**config.mk**
```make
export PLATFORM = sky130hd
export DESIGN_NAME = cold_load_supervisor
export DESIGN_NICKNAME = d
export VERILOG_FILES = /design/src/cold_load_pkg.sv /design/src/cold_load_timer.sv /design/src/cold_load_supervisor.sv
export SDC_FILE = /design/constraint.sdc
export NUM_CORES = 1
export LEC_CHECK = 0
export ABC_AREA = 1
export BUFFER_PORTS_ARGS = -buffer_cell sky130_fd_sc_hd__buf_2
export CORE_MARGIN = 2
export CORE_UTILIZATION = 62
export DETAILED_ROUTE_END_ITERATION = 8
export PLACE_DENSITY = 0.81
export SLEW_MARGIN = 0
export SYNTH_ARGS = -nofsm -noshare
export SYNTH_HDL_FRONTEND = slang
export SYNTH_SLANG_ARGS = --single-unit
export TNS_END_PERCENT = 50
```
**constraint.sdc**
```tcl
create_clock -name ref_clk -period 10.45 [get_ports ref_clk]
set_clock_uncertainty 0.1 [all_clocks]
set_input_delay 2.09 -clock ref_clk [delete_from_list [all_inputs] [get_ports ref_clk]]
set_output_delay 2.09 -clock ref_clk [all_outputs]
set_load 0.03 [all_outputs]
```
**src/cold_load_pkg.sv**
```systemverilog
`default_nettype none
package cold_load_pkg;

    // register byte offsets
    localparam logic [7:0] CTRL_OFS     = 8'h00;
    localparam logic [7:0] LOADOFF_OFS  = 8'h04;
    localparam logic [7:0] SETTLE_OFS   = 8'h08;
    localparam logic [7:0] MAXBLK_OFS   = 8'h0C;
    localparam logic [7:0] THR_OFS      = 8'h10;
    localparam logic [7:0] STATUS_OFS   = 8'h14;
    localparam logic [7:0] IRQ_STAT_OFS = 8'h18;
    localparam logic [7:0] IRQ_MASK_OFS = 8'h1C;

    // control field positions
    localparam int CTRL_EN_BIT      = 0;
    localparam int CTRL_MODE_LSB    = 1;
    localparam int CTRL_EXT_BLK_BIT = 3;
    localparam int CTRL_SW_BLK_BIT  = 4;
    localparam logic [31:0] CTRL_WMASK = 32'h0000_001F;

    // status field positions
    localparam int ST_ACTIVE_BIT  = 0;
    localparam int ST_NOLOAD_BIT  = 1;
    localparam int ST_INRUSH_BIT  = 2;
    localparam int ST_BLOCKED_BIT = 3;
    localparam int ST_STATE_LSB   = 4;
    localparam int ST_PINS_LSB    = 8;

    // interrupt event bits
    localparam int IRQ_W          = 4;
    localparam int IRQ_RISE_BIT   = 0;
    localparam int IRQ_FALL_BIT   = 1;
    localparam int IRQ_INRUSH_BIT = 2;
    localparam int IRQ_MAXEXP_BIT = 3;

    // reset values
    localparam logic [31:0] CTRL_RST    = 32'h0000_0001;
    localparam logic [31:0] LOADOFF_RST = 32'h0000_0064;
    localparam logic [31:0] SETTLE_RST  = 32'h0000_0064;
    localparam logic [31:0] MAXBLK_RST  = 32'h0000_03E8;
    localparam logic [31:0] THR_RST     = 32'h0000_0100;
    localparam logic [3:0]  IRQ_MASK_RST = 4'h0;

    // synchronised pin indices
    localparam int PIN_N   = 4;
    localparam int PIN_BKR = 0;
    localparam int PIN_UC  = 1;
    localparam int PIN_EXT = 2;
    localparam int PIN_AR  = 3;

    typedef enum logic [1:0] {
        MODE_BKR   = 2'b00,
        MODE_UNDER = 2'b01,
        MODE_AND   = 2'b10,
        MODE_OR    = 2'b11
    } mode_e;

    typedef enum logic [2:0] {
        ST_WARM    = 3'b000,
        ST_LOADOFF = 3'b001,
        ST_COLD    = 3'b010,
        ST_INRUSH  = 3'b011,
        ST_SETTLE  = 3'b100
    } state_e;

endpackage
`default_nettype wire

```
**src/cold_load_timer.sv**
```systemverilog
`timescale 1ns/10ps
`default_nettype none
module cold_load_timer #(
    parameter int CNT_W = 32
) (
    input  wire logic             clk,
    input  wire logic             rst_n,
    input  wire logic             run,
    input  wire logic [CNT_W-1:0] preset,
    output logic                  expired
);

    typedef struct packed {
        logic [CNT_W-1:0] cnt;
    } timer_s;

    timer_s cur;
    timer_s nxt;

    // count while running, saturate at preset, clear when run drops
    always_comb begin
        nxt = cur;
        if (!run) begin
            nxt.cnt = '0;
        end else if (cur.cnt < preset) begin
            nxt.cnt = cur.cnt + CNT_W'(1);
        end
    end

    always_ff @(posedge clk or negedge rst_n) begin
        if (!rst_n) begin
            cur <= '0;
        end else begin
            cur <= nxt;
        end
    end

    // compare with >= so a lowered preset still ends the wait
    assign expired = run && (cur.cnt >= preset);

endmodule
`default_nettype wire

```
**src/cold_load_supervisor.sv**
```systemverilog
// The register offsets and the plain strobed port are this design's own decisions.
`timescale 1ns/10ps
`default_nettype none
module cold_load_supervisor #(
    parameter int CUR_W = 16
) (
    input  wire logic             ref_clk,
    input  wire logic             nrst,
    input  wire logic [7:0]       addr,
    input  wire logic [31:0]      wdata,
    input  wire logic             wr_stb,
    input  wire logic             rd_stb,
    output logic      [31:0]      rdata,
    input  wire logic             breaker_position_criterion,
    input  wire logic             undercurrent_in,
    input  wire logic             ext_block,
    input  wire logic             auto_reclose_sequence,
    input  wire logic [CUR_W-1:0] load_current,
    output logic                  cold_load_active,
    output logic                  no_load_current_flag,
    output logic                  irq
);

    typedef struct packed {
        logic [cold_load_pkg::PIN_N-1:0] s1;
        logic [cold_load_pkg::PIN_N-1:0] s2;
        logic [cold_load_pkg::PIN_N-1:0] s3;
        logic [cold_load_pkg::PIN_N-1:0] filt;
        cold_load_pkg::state_e           st;
        logic                            seen;
        logic                            active;
        logic [31:0]                     ctrl;
        logic [31:0]                     loadoff;
        logic [31:0]                     settle;
        logic [31:0]                     maxblk;
        logic [CUR_W-1:0]                thr;
        logic [cold_load_pkg::IRQ_W-1:0] irq_stat;
        logic [cold_load_pkg::IRQ_W-1:0] irq_mask;
        logic [31:0]                     rdata;
    } core_s;

    core_s cur;
    core_s nxt;

    logic [1:0] rst_sync_r;
    logic       rst_n;
    logic       lo_exp;
    logic       st_exp;
    logic       mx_exp;
    logic       lo_run;
    logic       st_run;
    logic       mx_run;
    logic       blocked;
    logic       cold;
    logic       above;
    logic       below90;
    logic [cold_load_pkg::IRQ_W-1:0] ev;

    // cold criterion per selected mode, used by logic and checks
    function automatic logic cold_crit(input logic [1:0] mode, input logic bkr_open, input logic uc);
        case (mode)
            cold_load_pkg::MODE_BKR:   cold_crit = bkr_open;
            cold_load_pkg::MODE_UNDER: cold_crit = uc;
            cold_load_pkg::MODE_AND:   cold_crit = bkr_open & uc;
            cold_load_pkg::MODE_OR:    cold_crit = bkr_open | uc;
            default:                   cold_crit = 1'b0;
        endcase
    endfunction

    // 10*cur <= 9*thr, done with shifts to keep widths exact
    function automatic logic at_or_below90(input logic [CUR_W-1:0] c, input logic [CUR_W-1:0] t);
        logic [CUR_W+3:0] c10;
        logic [CUR_W+3:0] t9;
        c10 = ({4'h0, c} << 3) + ({4'h0, c} << 1);
        t9  = ({4'h0, t} << 3) + {4'h0, t};
        at_or_below90 = (c10 <= t9);
    endfunction

    function automatic logic is_active_state(input cold_load_pkg::state_e s);
        is_active_state = (s == cold_load_pkg::ST_COLD) || (s == cold_load_pkg::ST_INRUSH) ||
                          (s == cold_load_pkg::ST_SETTLE);
    endfunction

    // reset release through two flops, assertion stays asynchronous
    always_ff @(posedge ref_clk or negedge nrst) begin
        if (!nrst) begin
            rst_sync_r <= 2'b00;
        end else begin
            rst_sync_r <= {rst_sync_r[0], 1'b1};
        end
    end
    assign rst_n = rst_sync_r[1];

    // derived conditions from registered state and the load_current input
    always_comb begin
        blocked = ~cur.ctrl[cold_load_pkg::CTRL_EN_BIT] | cur.ctrl[cold_load_pkg::CTRL_SW_BLK_BIT]
                | (cur.ctrl[cold_load_pkg::CTRL_EXT_BLK_BIT] & cur.filt[cold_load_pkg::PIN_EXT])
                | cur.filt[cold_load_pkg::PIN_AR];
        cold    = cold_crit(cur.ctrl[cold_load_pkg::CTRL_MODE_LSB +: 2],
                            cur.filt[cold_load_pkg::PIN_BKR], cur.filt[cold_load_pkg::PIN_UC]);
        above   = load_current > cur.thr;
        below90 = at_or_below90(load_current, cur.thr);
        lo_run  = (cur.st == cold_load_pkg::ST_LOADOFF);
        st_run  = (cur.st == cold_load_pkg::ST_SETTLE);
        mx_run  = (cur.st == cold_load_pkg::ST_INRUSH) || (cur.st == cold_load_pkg::ST_SETTLE);
    end

    cold_load_timer #(.CNT_W(32)) u_loadoff (
        .clk     (ref_clk),
        .rst_n   (rst_n),
        .run     (lo_run),
        .preset  (cur.loadoff),
        .expired (lo_exp)
    );

    cold_load_timer #(.CNT_W(32)) u_settle (
        .clk     (ref_clk),
        .rst_n   (rst_n),
        .run     (st_run),
        .preset  (cur.settle),
        .expired (st_exp)
    );

    cold_load_timer #(.CNT_W(32)) u_maxblk (
        .clk     (ref_clk),
        .rst_n   (rst_n),
        .run     (mx_run),
        .preset  (cur.maxblk),
        .expired (mx_exp)
    );

    // next state: pins, supervisor sequence, registers, read data
    always_comb begin
        nxt = cur;
        ev  = '0;
        // three-stage sync; a change counts once stages two and three agree
        nxt.s1   = {auto_reclose_sequence, ext_block, undercurrent_in, breaker_position_criterion};
        nxt.s2   = cur.s1;
        nxt.s3   = cur.s2;
        nxt.filt = (cur.s2 & cur.s3) | (cur.filt & (cur.s2 ^ cur.s3));

        case (cur.st)
            cold_load_pkg::ST_WARM: begin
                if (cold) begin
                    nxt.st = cold_load_pkg::ST_LOADOFF;
                end
            end
            cold_load_pkg::ST_LOADOFF: begin
                if (!cold) begin
                    nxt.st = cold_load_pkg::ST_WARM;
                end else if (lo_exp) begin
                    nxt.st = cold_load_pkg::ST_COLD;
                end
            end
            cold_load_pkg::ST_COLD: begin
                if (!cold) begin
                    nxt.st   = cold_load_pkg::ST_INRUSH;
                    nxt.seen = 1'b0;
                end
            end
            cold_load_pkg::ST_INRUSH: begin
                if (mx_exp) begin
                    nxt.st = cold_load_pkg::ST_WARM;
                    ev[cold_load_pkg::IRQ_MAXEXP_BIT] = 1'b1;
                end else if (cur.seen && below90) begin
                    nxt.st = cold_load_pkg::ST_SETTLE;
                end
            end
            cold_load_pkg::ST_SETTLE: begin
                if (st_exp) begin
                    nxt.st = cold_load_pkg::ST_WARM;
                end else if (mx_exp) begin
                    nxt.st = cold_load_pkg::ST_WARM;
                    ev[cold_load_pkg::IRQ_MAXEXP_BIT] = 1'b1;
                end else if (!below90) begin
                    nxt.st = cold_load_pkg::ST_INRUSH;
                end
            end
            default: begin
                nxt.st = cold_load_pkg::ST_WARM;
            end
        endcase

        // latch that inrush has been seen during supervision
        if (mx_run && above && !cur.seen) begin
            nxt.seen = 1'b1;
            ev[cold_load_pkg::IRQ_INRUSH_BIT] = 1'b1;
        end

        // blocking overrides everything except the inrush event and drops all timers via state
        if (blocked) begin
            nxt.st   = cold_load_pkg::ST_WARM;
            nxt.seen = 1'b0;
            ev[cold_load_pkg::IRQ_MAXEXP_BIT] = 1'b0;
        end

        // output is a status level only, never a trip
        nxt.active = is_active_state(nxt.st);
        ev[cold_load_pkg::IRQ_RISE_BIT] = nxt.active & ~cur.active;
        ev[cold_load_pkg::IRQ_FALL_BIT] = ~nxt.active & cur.active;

        // register writes
        if (wr_stb) begin
            case (addr)
                cold_load_pkg::CTRL_OFS:     nxt.ctrl    = wdata & cold_load_pkg::CTRL_WMASK;
                cold_load_pkg::LOADOFF_OFS:  nxt.loadoff = wdata;
                cold_load_pkg::SETTLE_OFS:   nxt.settle  = wdata;
                cold_load_pkg::MAXBLK_OFS:   nxt.maxblk  = wdata;
                cold_load_pkg::THR_OFS:      nxt.thr     = wdata[CUR_W-1:0];
                cold_load_pkg::IRQ_STAT_OFS: nxt.irq_stat = cur.irq_stat & ~wdata[cold_load_pkg::IRQ_W-1:0];
                cold_load_pkg::IRQ_MASK_OFS: nxt.irq_mask = wdata[cold_load_pkg::IRQ_W-1:0];
                default: begin
                end
            endcase
        end
        // set wins over a clear in the same cycle
        nxt.irq_stat = nxt.irq_stat | ev;

        // read data valid only in the cycle after the strobe
        nxt.rdata = 32'h0000_0000;
        if (rd_stb) begin
            case (addr)
                cold_load_pkg::CTRL_OFS:     nxt.rdata = cur.ctrl;
                cold_load_pkg::LOADOFF_OFS:  nxt.rdata = cur.loadoff;
                cold_load_pkg::SETTLE_OFS:   nxt.rdata = cur.settle;
                cold_load_pkg::MAXBLK_OFS:   nxt.rdata = cur.maxblk;
                cold_load_pkg::THR_OFS:      nxt.rdata[CUR_W-1:0] = cur.thr;
                cold_load_pkg::STATUS_OFS: begin
                    nxt.rdata[cold_load_pkg::ST_ACTIVE_BIT]  = cur.active;
                    nxt.rdata[cold_load_pkg::ST_NOLOAD_BIT]  = cur.filt[cold_load_pkg::PIN_UC];
                    nxt.rdata[cold_load_pkg::ST_INRUSH_BIT]  = cur.seen;
                    nxt.rdata[cold_load_pkg::ST_BLOCKED_BIT] = blocked;
                    nxt.rdata[cold_load_pkg::ST_STATE_LSB +: 3] = cur.st;
                    nxt.rdata[cold_load_pkg::ST_PINS_LSB +: cold_load_pkg::PIN_N] = cur.filt;
                end
                cold_load_pkg::IRQ_STAT_OFS: nxt.rdata[cold_load_pkg::IRQ_W-1:0] = cur.irq_stat;
                cold_load_pkg::IRQ_MASK_OFS: nxt.rdata[cold_load_pkg::IRQ_W-1:0] = cur.irq_mask;
                default: begin
                end
            endcase
        end
    end

    always_ff @(posedge ref_clk or negedge rst_n) begin
        if (!rst_n) begin
            cur          <= '0;
            cur.st       <= cold_load_pkg::ST_WARM;
            cur.ctrl     <= cold_load_pkg::CTRL_RST;
            cur.loadoff  <= cold_load_pkg::LOADOFF_RST;
            cur.settle   <= cold_load_pkg::SETTLE_RST;
            cur.maxblk   <= cold_load_pkg::MAXBLK_RST;
            cur.thr      <= cold_load_pkg::THR_RST[CUR_W-1:0];
            cur.irq_mask <= cold_load_pkg::IRQ_MASK_RST;
        end else begin
            cur <= nxt;
        end
    end

    // outputs straight from flops except irq, gated from irq_stat and irq_mask
    assign rdata                = cur.rdata;
    assign cold_load_active     = cur.active;
    assign no_load_current_flag = cur.filt[cold_load_pkg::PIN_UC];
    assign irq                  = |(cur.irq_stat & cur.irq_mask);
endmodule
`default_nettype wire

```
==> run_results.csv <==
group,metric,value,unit
outcome,outcome,"finished, final reports clean",
sta,max_freq,191,MHz
global_route,grt.overflow.total,0,
placement,place_ws,4.70,ns
sta,finalSetupViolations,0,
cts,cts_setup_buffers,0,
cts,cts.sinks,276,
cts,cts_htree_levels,1,
global_route,grt_pass1_wl,79.1,mm
detailed_routing,finalWirelength,49.2,mm
cts,hold_buffers,0,
logic_synthesis,avgSynthCellArea,7.84,um2
cts,cts_inserted_buffers,30,
global_route,grt_max_degree,79,
cts,clk_latency,0.56,ns
cts,path_clk_slew,0.06,ns
sta,slew_headroom,24.3,%
cts,cts_buffer_depth,3,
global_route,grtUsageTotal,32.8,%
sta,fin_crit,5.25,ns
logic_synthesis,yosysTopAreaCell,"dfrtp_1",
logic_synthesis,syn_area,0.0176,mm2
cts,cts_root_buf,"clkbuf_16",
critical_path,path_class,"input pin to flop",
sta,fin_ws,5.20,ns
logic_synthesis,yosys-top-cells-count,"nand2_1, inv_1, dfrtp_1, o21ai_0, ha_1",
die,num_rows,61,
logic_synthesis,synth.ff_latch_count,276,
sta,worst_pin_slew,1.13,ns
global_route,antenna_found_initial,3,
sta,finalHoldViolations,0,
logic_synthesis,yosysSeqAreaShare,39.2,%
detailed_routing,wl_per_cell,18.1,um
logic_synthesis,post-synth-top-count-cell,"nand2_1",
placement,dp_hpwl,36.9,mm
sta,maxSlewViolCount,0,
cts,cts_resized,0,
cells_and_area,fin_area,0.0193,mm2
sta,fin_crit_sh,50.2,%
pwr,peakVddDrop,0.118,mV
cells_and_area,fin_util,68.9,%
placement,io_buffer_count,98,
critical_path,crit_path_start_kind,"input pin",
logic_synthesis,synth_warnings,0,
critical_path,critPathArrivalTime,5.57,ns
global_route,grt_pass1_vias,15300,
sta,rsz0062_at_grt,"no",
die,fp.dieW,173,um
logic_synthesis,synth.distinct_cells,56,
pwr,powerDensity,134,mW/mm2
logic_synthesis,synth_edf_count,0,
detailed_routing,dr.pass1.iters,6,
detailed_routing,drt_iter0_drc,1530,
logic_synthesis,yosys_most_used_dff,"dfrtp_1",
logic_synthesis,yosysTopAreaCellShare,37.2,%
die,initial_core_util,63.2,%
hold_path,hold_path_class,"flop to flop",
die,ios,99,
cells_and_area,syn_to_final_growth,9.11,%
sta,final.setup.tns,0,ns
logic_synthesis,synthCells,2252,
die,die_y,173,um
detailed_routing,ant_nets,0,
detailed_routing,via_per_inst,5.87,
logic_synthesis,netlist_top_cells_area,"dfrtp_1, ha_1, nand2_1",
detailed_routing,via_count,15900,
placement,place_area,0.0182,mm2
cells_and_area,fin_nets,2538,
cells_and_area,drive_gt1_share,9.14,%
cts,cts_tree,"yes",
die,die-area,0.0298,mm2
critical_path,worstSetupEndpointType,"flop",
critical_path,path_max_fanout,3,
pwr,p_leak,0.00903,uW
logic_synthesis,synthesis.nets,2483,
logic_synthesis,async_flop_share,100,%
placement,gp_congestion,0.955,
critical_path,cp.required,10.78,ns
job,drv_cap,0,
die,core,0.0279,mm2
detailed_routing,drc_errors,0,
## through the flow
step / std cells / hold WS [ns] / total power (uW)
floorplan: 2252 / 0.231 / 1360
global placement: 2653 / 0.232 / 1450
detailed placement: 2653 / 0.239 / 1460
CTS: 2709 / 0.258 / 2570
global route: 2709 / 0.252 / 2670
finish: 2710 / 0.253 / 2570
## cell type report
cell class,count,area (um2)
antenna,1,2.50
fill,2301,8680
tap,378,473
inverter,348,1310
timing repair buffer,102,520
clock inverter,8,140
clock buffer,48,900
sequential,276,6930
multi-input combinational,1549,8980
## flip-flops by register name, summed over array words and instances, names as in the netlist
signal,flops
cur,144
u_loadoff.cur,32
u_maxblk.cur,32
rst_sync_r,2
u_settle.cur,32
rdata,32
no_load_current_flag,1
cold_load_active,1
## kinds of logic (layout without fill, tap and decap cells)
kind of cell | count (synthesis) | count (layout) | synth area share [%]
buffers and inverters | 427 | 506 | 9.91
DFF | 276 | 276 | 39.2
AOI/OAI and AO/OA | 461 | 461 | 14.7
and+or+nand+nor | 865 | 865 | 21.4
xor gates and xnor gates | 55 | 55 | 2.73
other | 1 | 2 | 0.0213
adders and majority gates | 167 | 167 | 11.9
## report_power, final
group	internal [uW]	total (uW)	leakage, uW	switching, uW
clock	684	1120	0.000510	438
sequential	1100	1130	0.00374	30.8
combinational	101	322	0.00479	221
## layer usage
layer	vias up	share of wire (%)	GRT usage, %
met5	-	0.035	0
met4	4	3.5	11.1
met1	7532	43	46.0
met3	144	8.7	6.71
li1	7540	-	-
met2	700	45	51.2
## cells in the final DEF, fill, tap and decap left out, drive strengths merged, types with 5 or more instances in the layout
cell / netlist / final
nor3: 63 / 63
o21a: 15 / 15
clkbuf: 32 / 48
o22ai: 26 / 26
a21o: 7 / 7
a211oi: 7 / 7
nand2: 500 / 500
o221ai: 10 / 10
a31oi: 5 / 5
xor2: 41 / 41
nor4: 16 / 16
nand4: 40 / 40
o21ai: 205 / 205
xnor2: 14 / 14
o31ai: 20 / 20
nor2: 165 / 165
buf: 47 / 102
nand3: 71 / 71
clkinv: 1 / 5
a21oi: 139 / 139
dfrtp: 262 / 262
a221oi: 14 / 14
inv: 347 / 347
ha: 165 / 165
dfstp: 14 / 14
## critical path, cell delays in order
cell,delay [ns]
buf_2,0.12
ha_1,0.24
fa_1,0.42
nand3_1,0.10
nand2_1,0.09
nand2_1,0.09
nand2_1,0.08
nand2_1,0.06
a21oi_1,0.09
a31oi_1,0.24
o21ai_1,0.13
xor2_1,0.16
ha_1,0.31
nand2_1,0.06
nor2_1,0.13
nand2_1,0.12
nor3_1,0.14
nand4_1,0.13
nand2_1,0.12
nand2_1,0.07
nand2_1,0.07
nand2_1,0.05
nand3_1,0.09
nand2_1,0.07
nand2_1,0.10
nand2_1,0.08
nand2_1,0.07
nand2_1,0.05
## worst paths after layout
path / slack, ns / start / to / cells after the start
hold / removal: 0.25 / cur[203] / cur[199] / 0
hold reg to reg: 0.25 / cur[203] / cur[199] / 0
setup / recovery: 5.20 / load_current[0] / cur[36] / 28
min in group asynchronous: 0.38 / rst_sync_r[1] / cur[203] / 0
setup reg to reg: 6.40 / cur[48] / cur[36] / 26
max in group asynchronous: 7.63 / rst_sync_r[1] / u_loadoff.cur[28] / 2
Power figures use the tool's default switching activity.
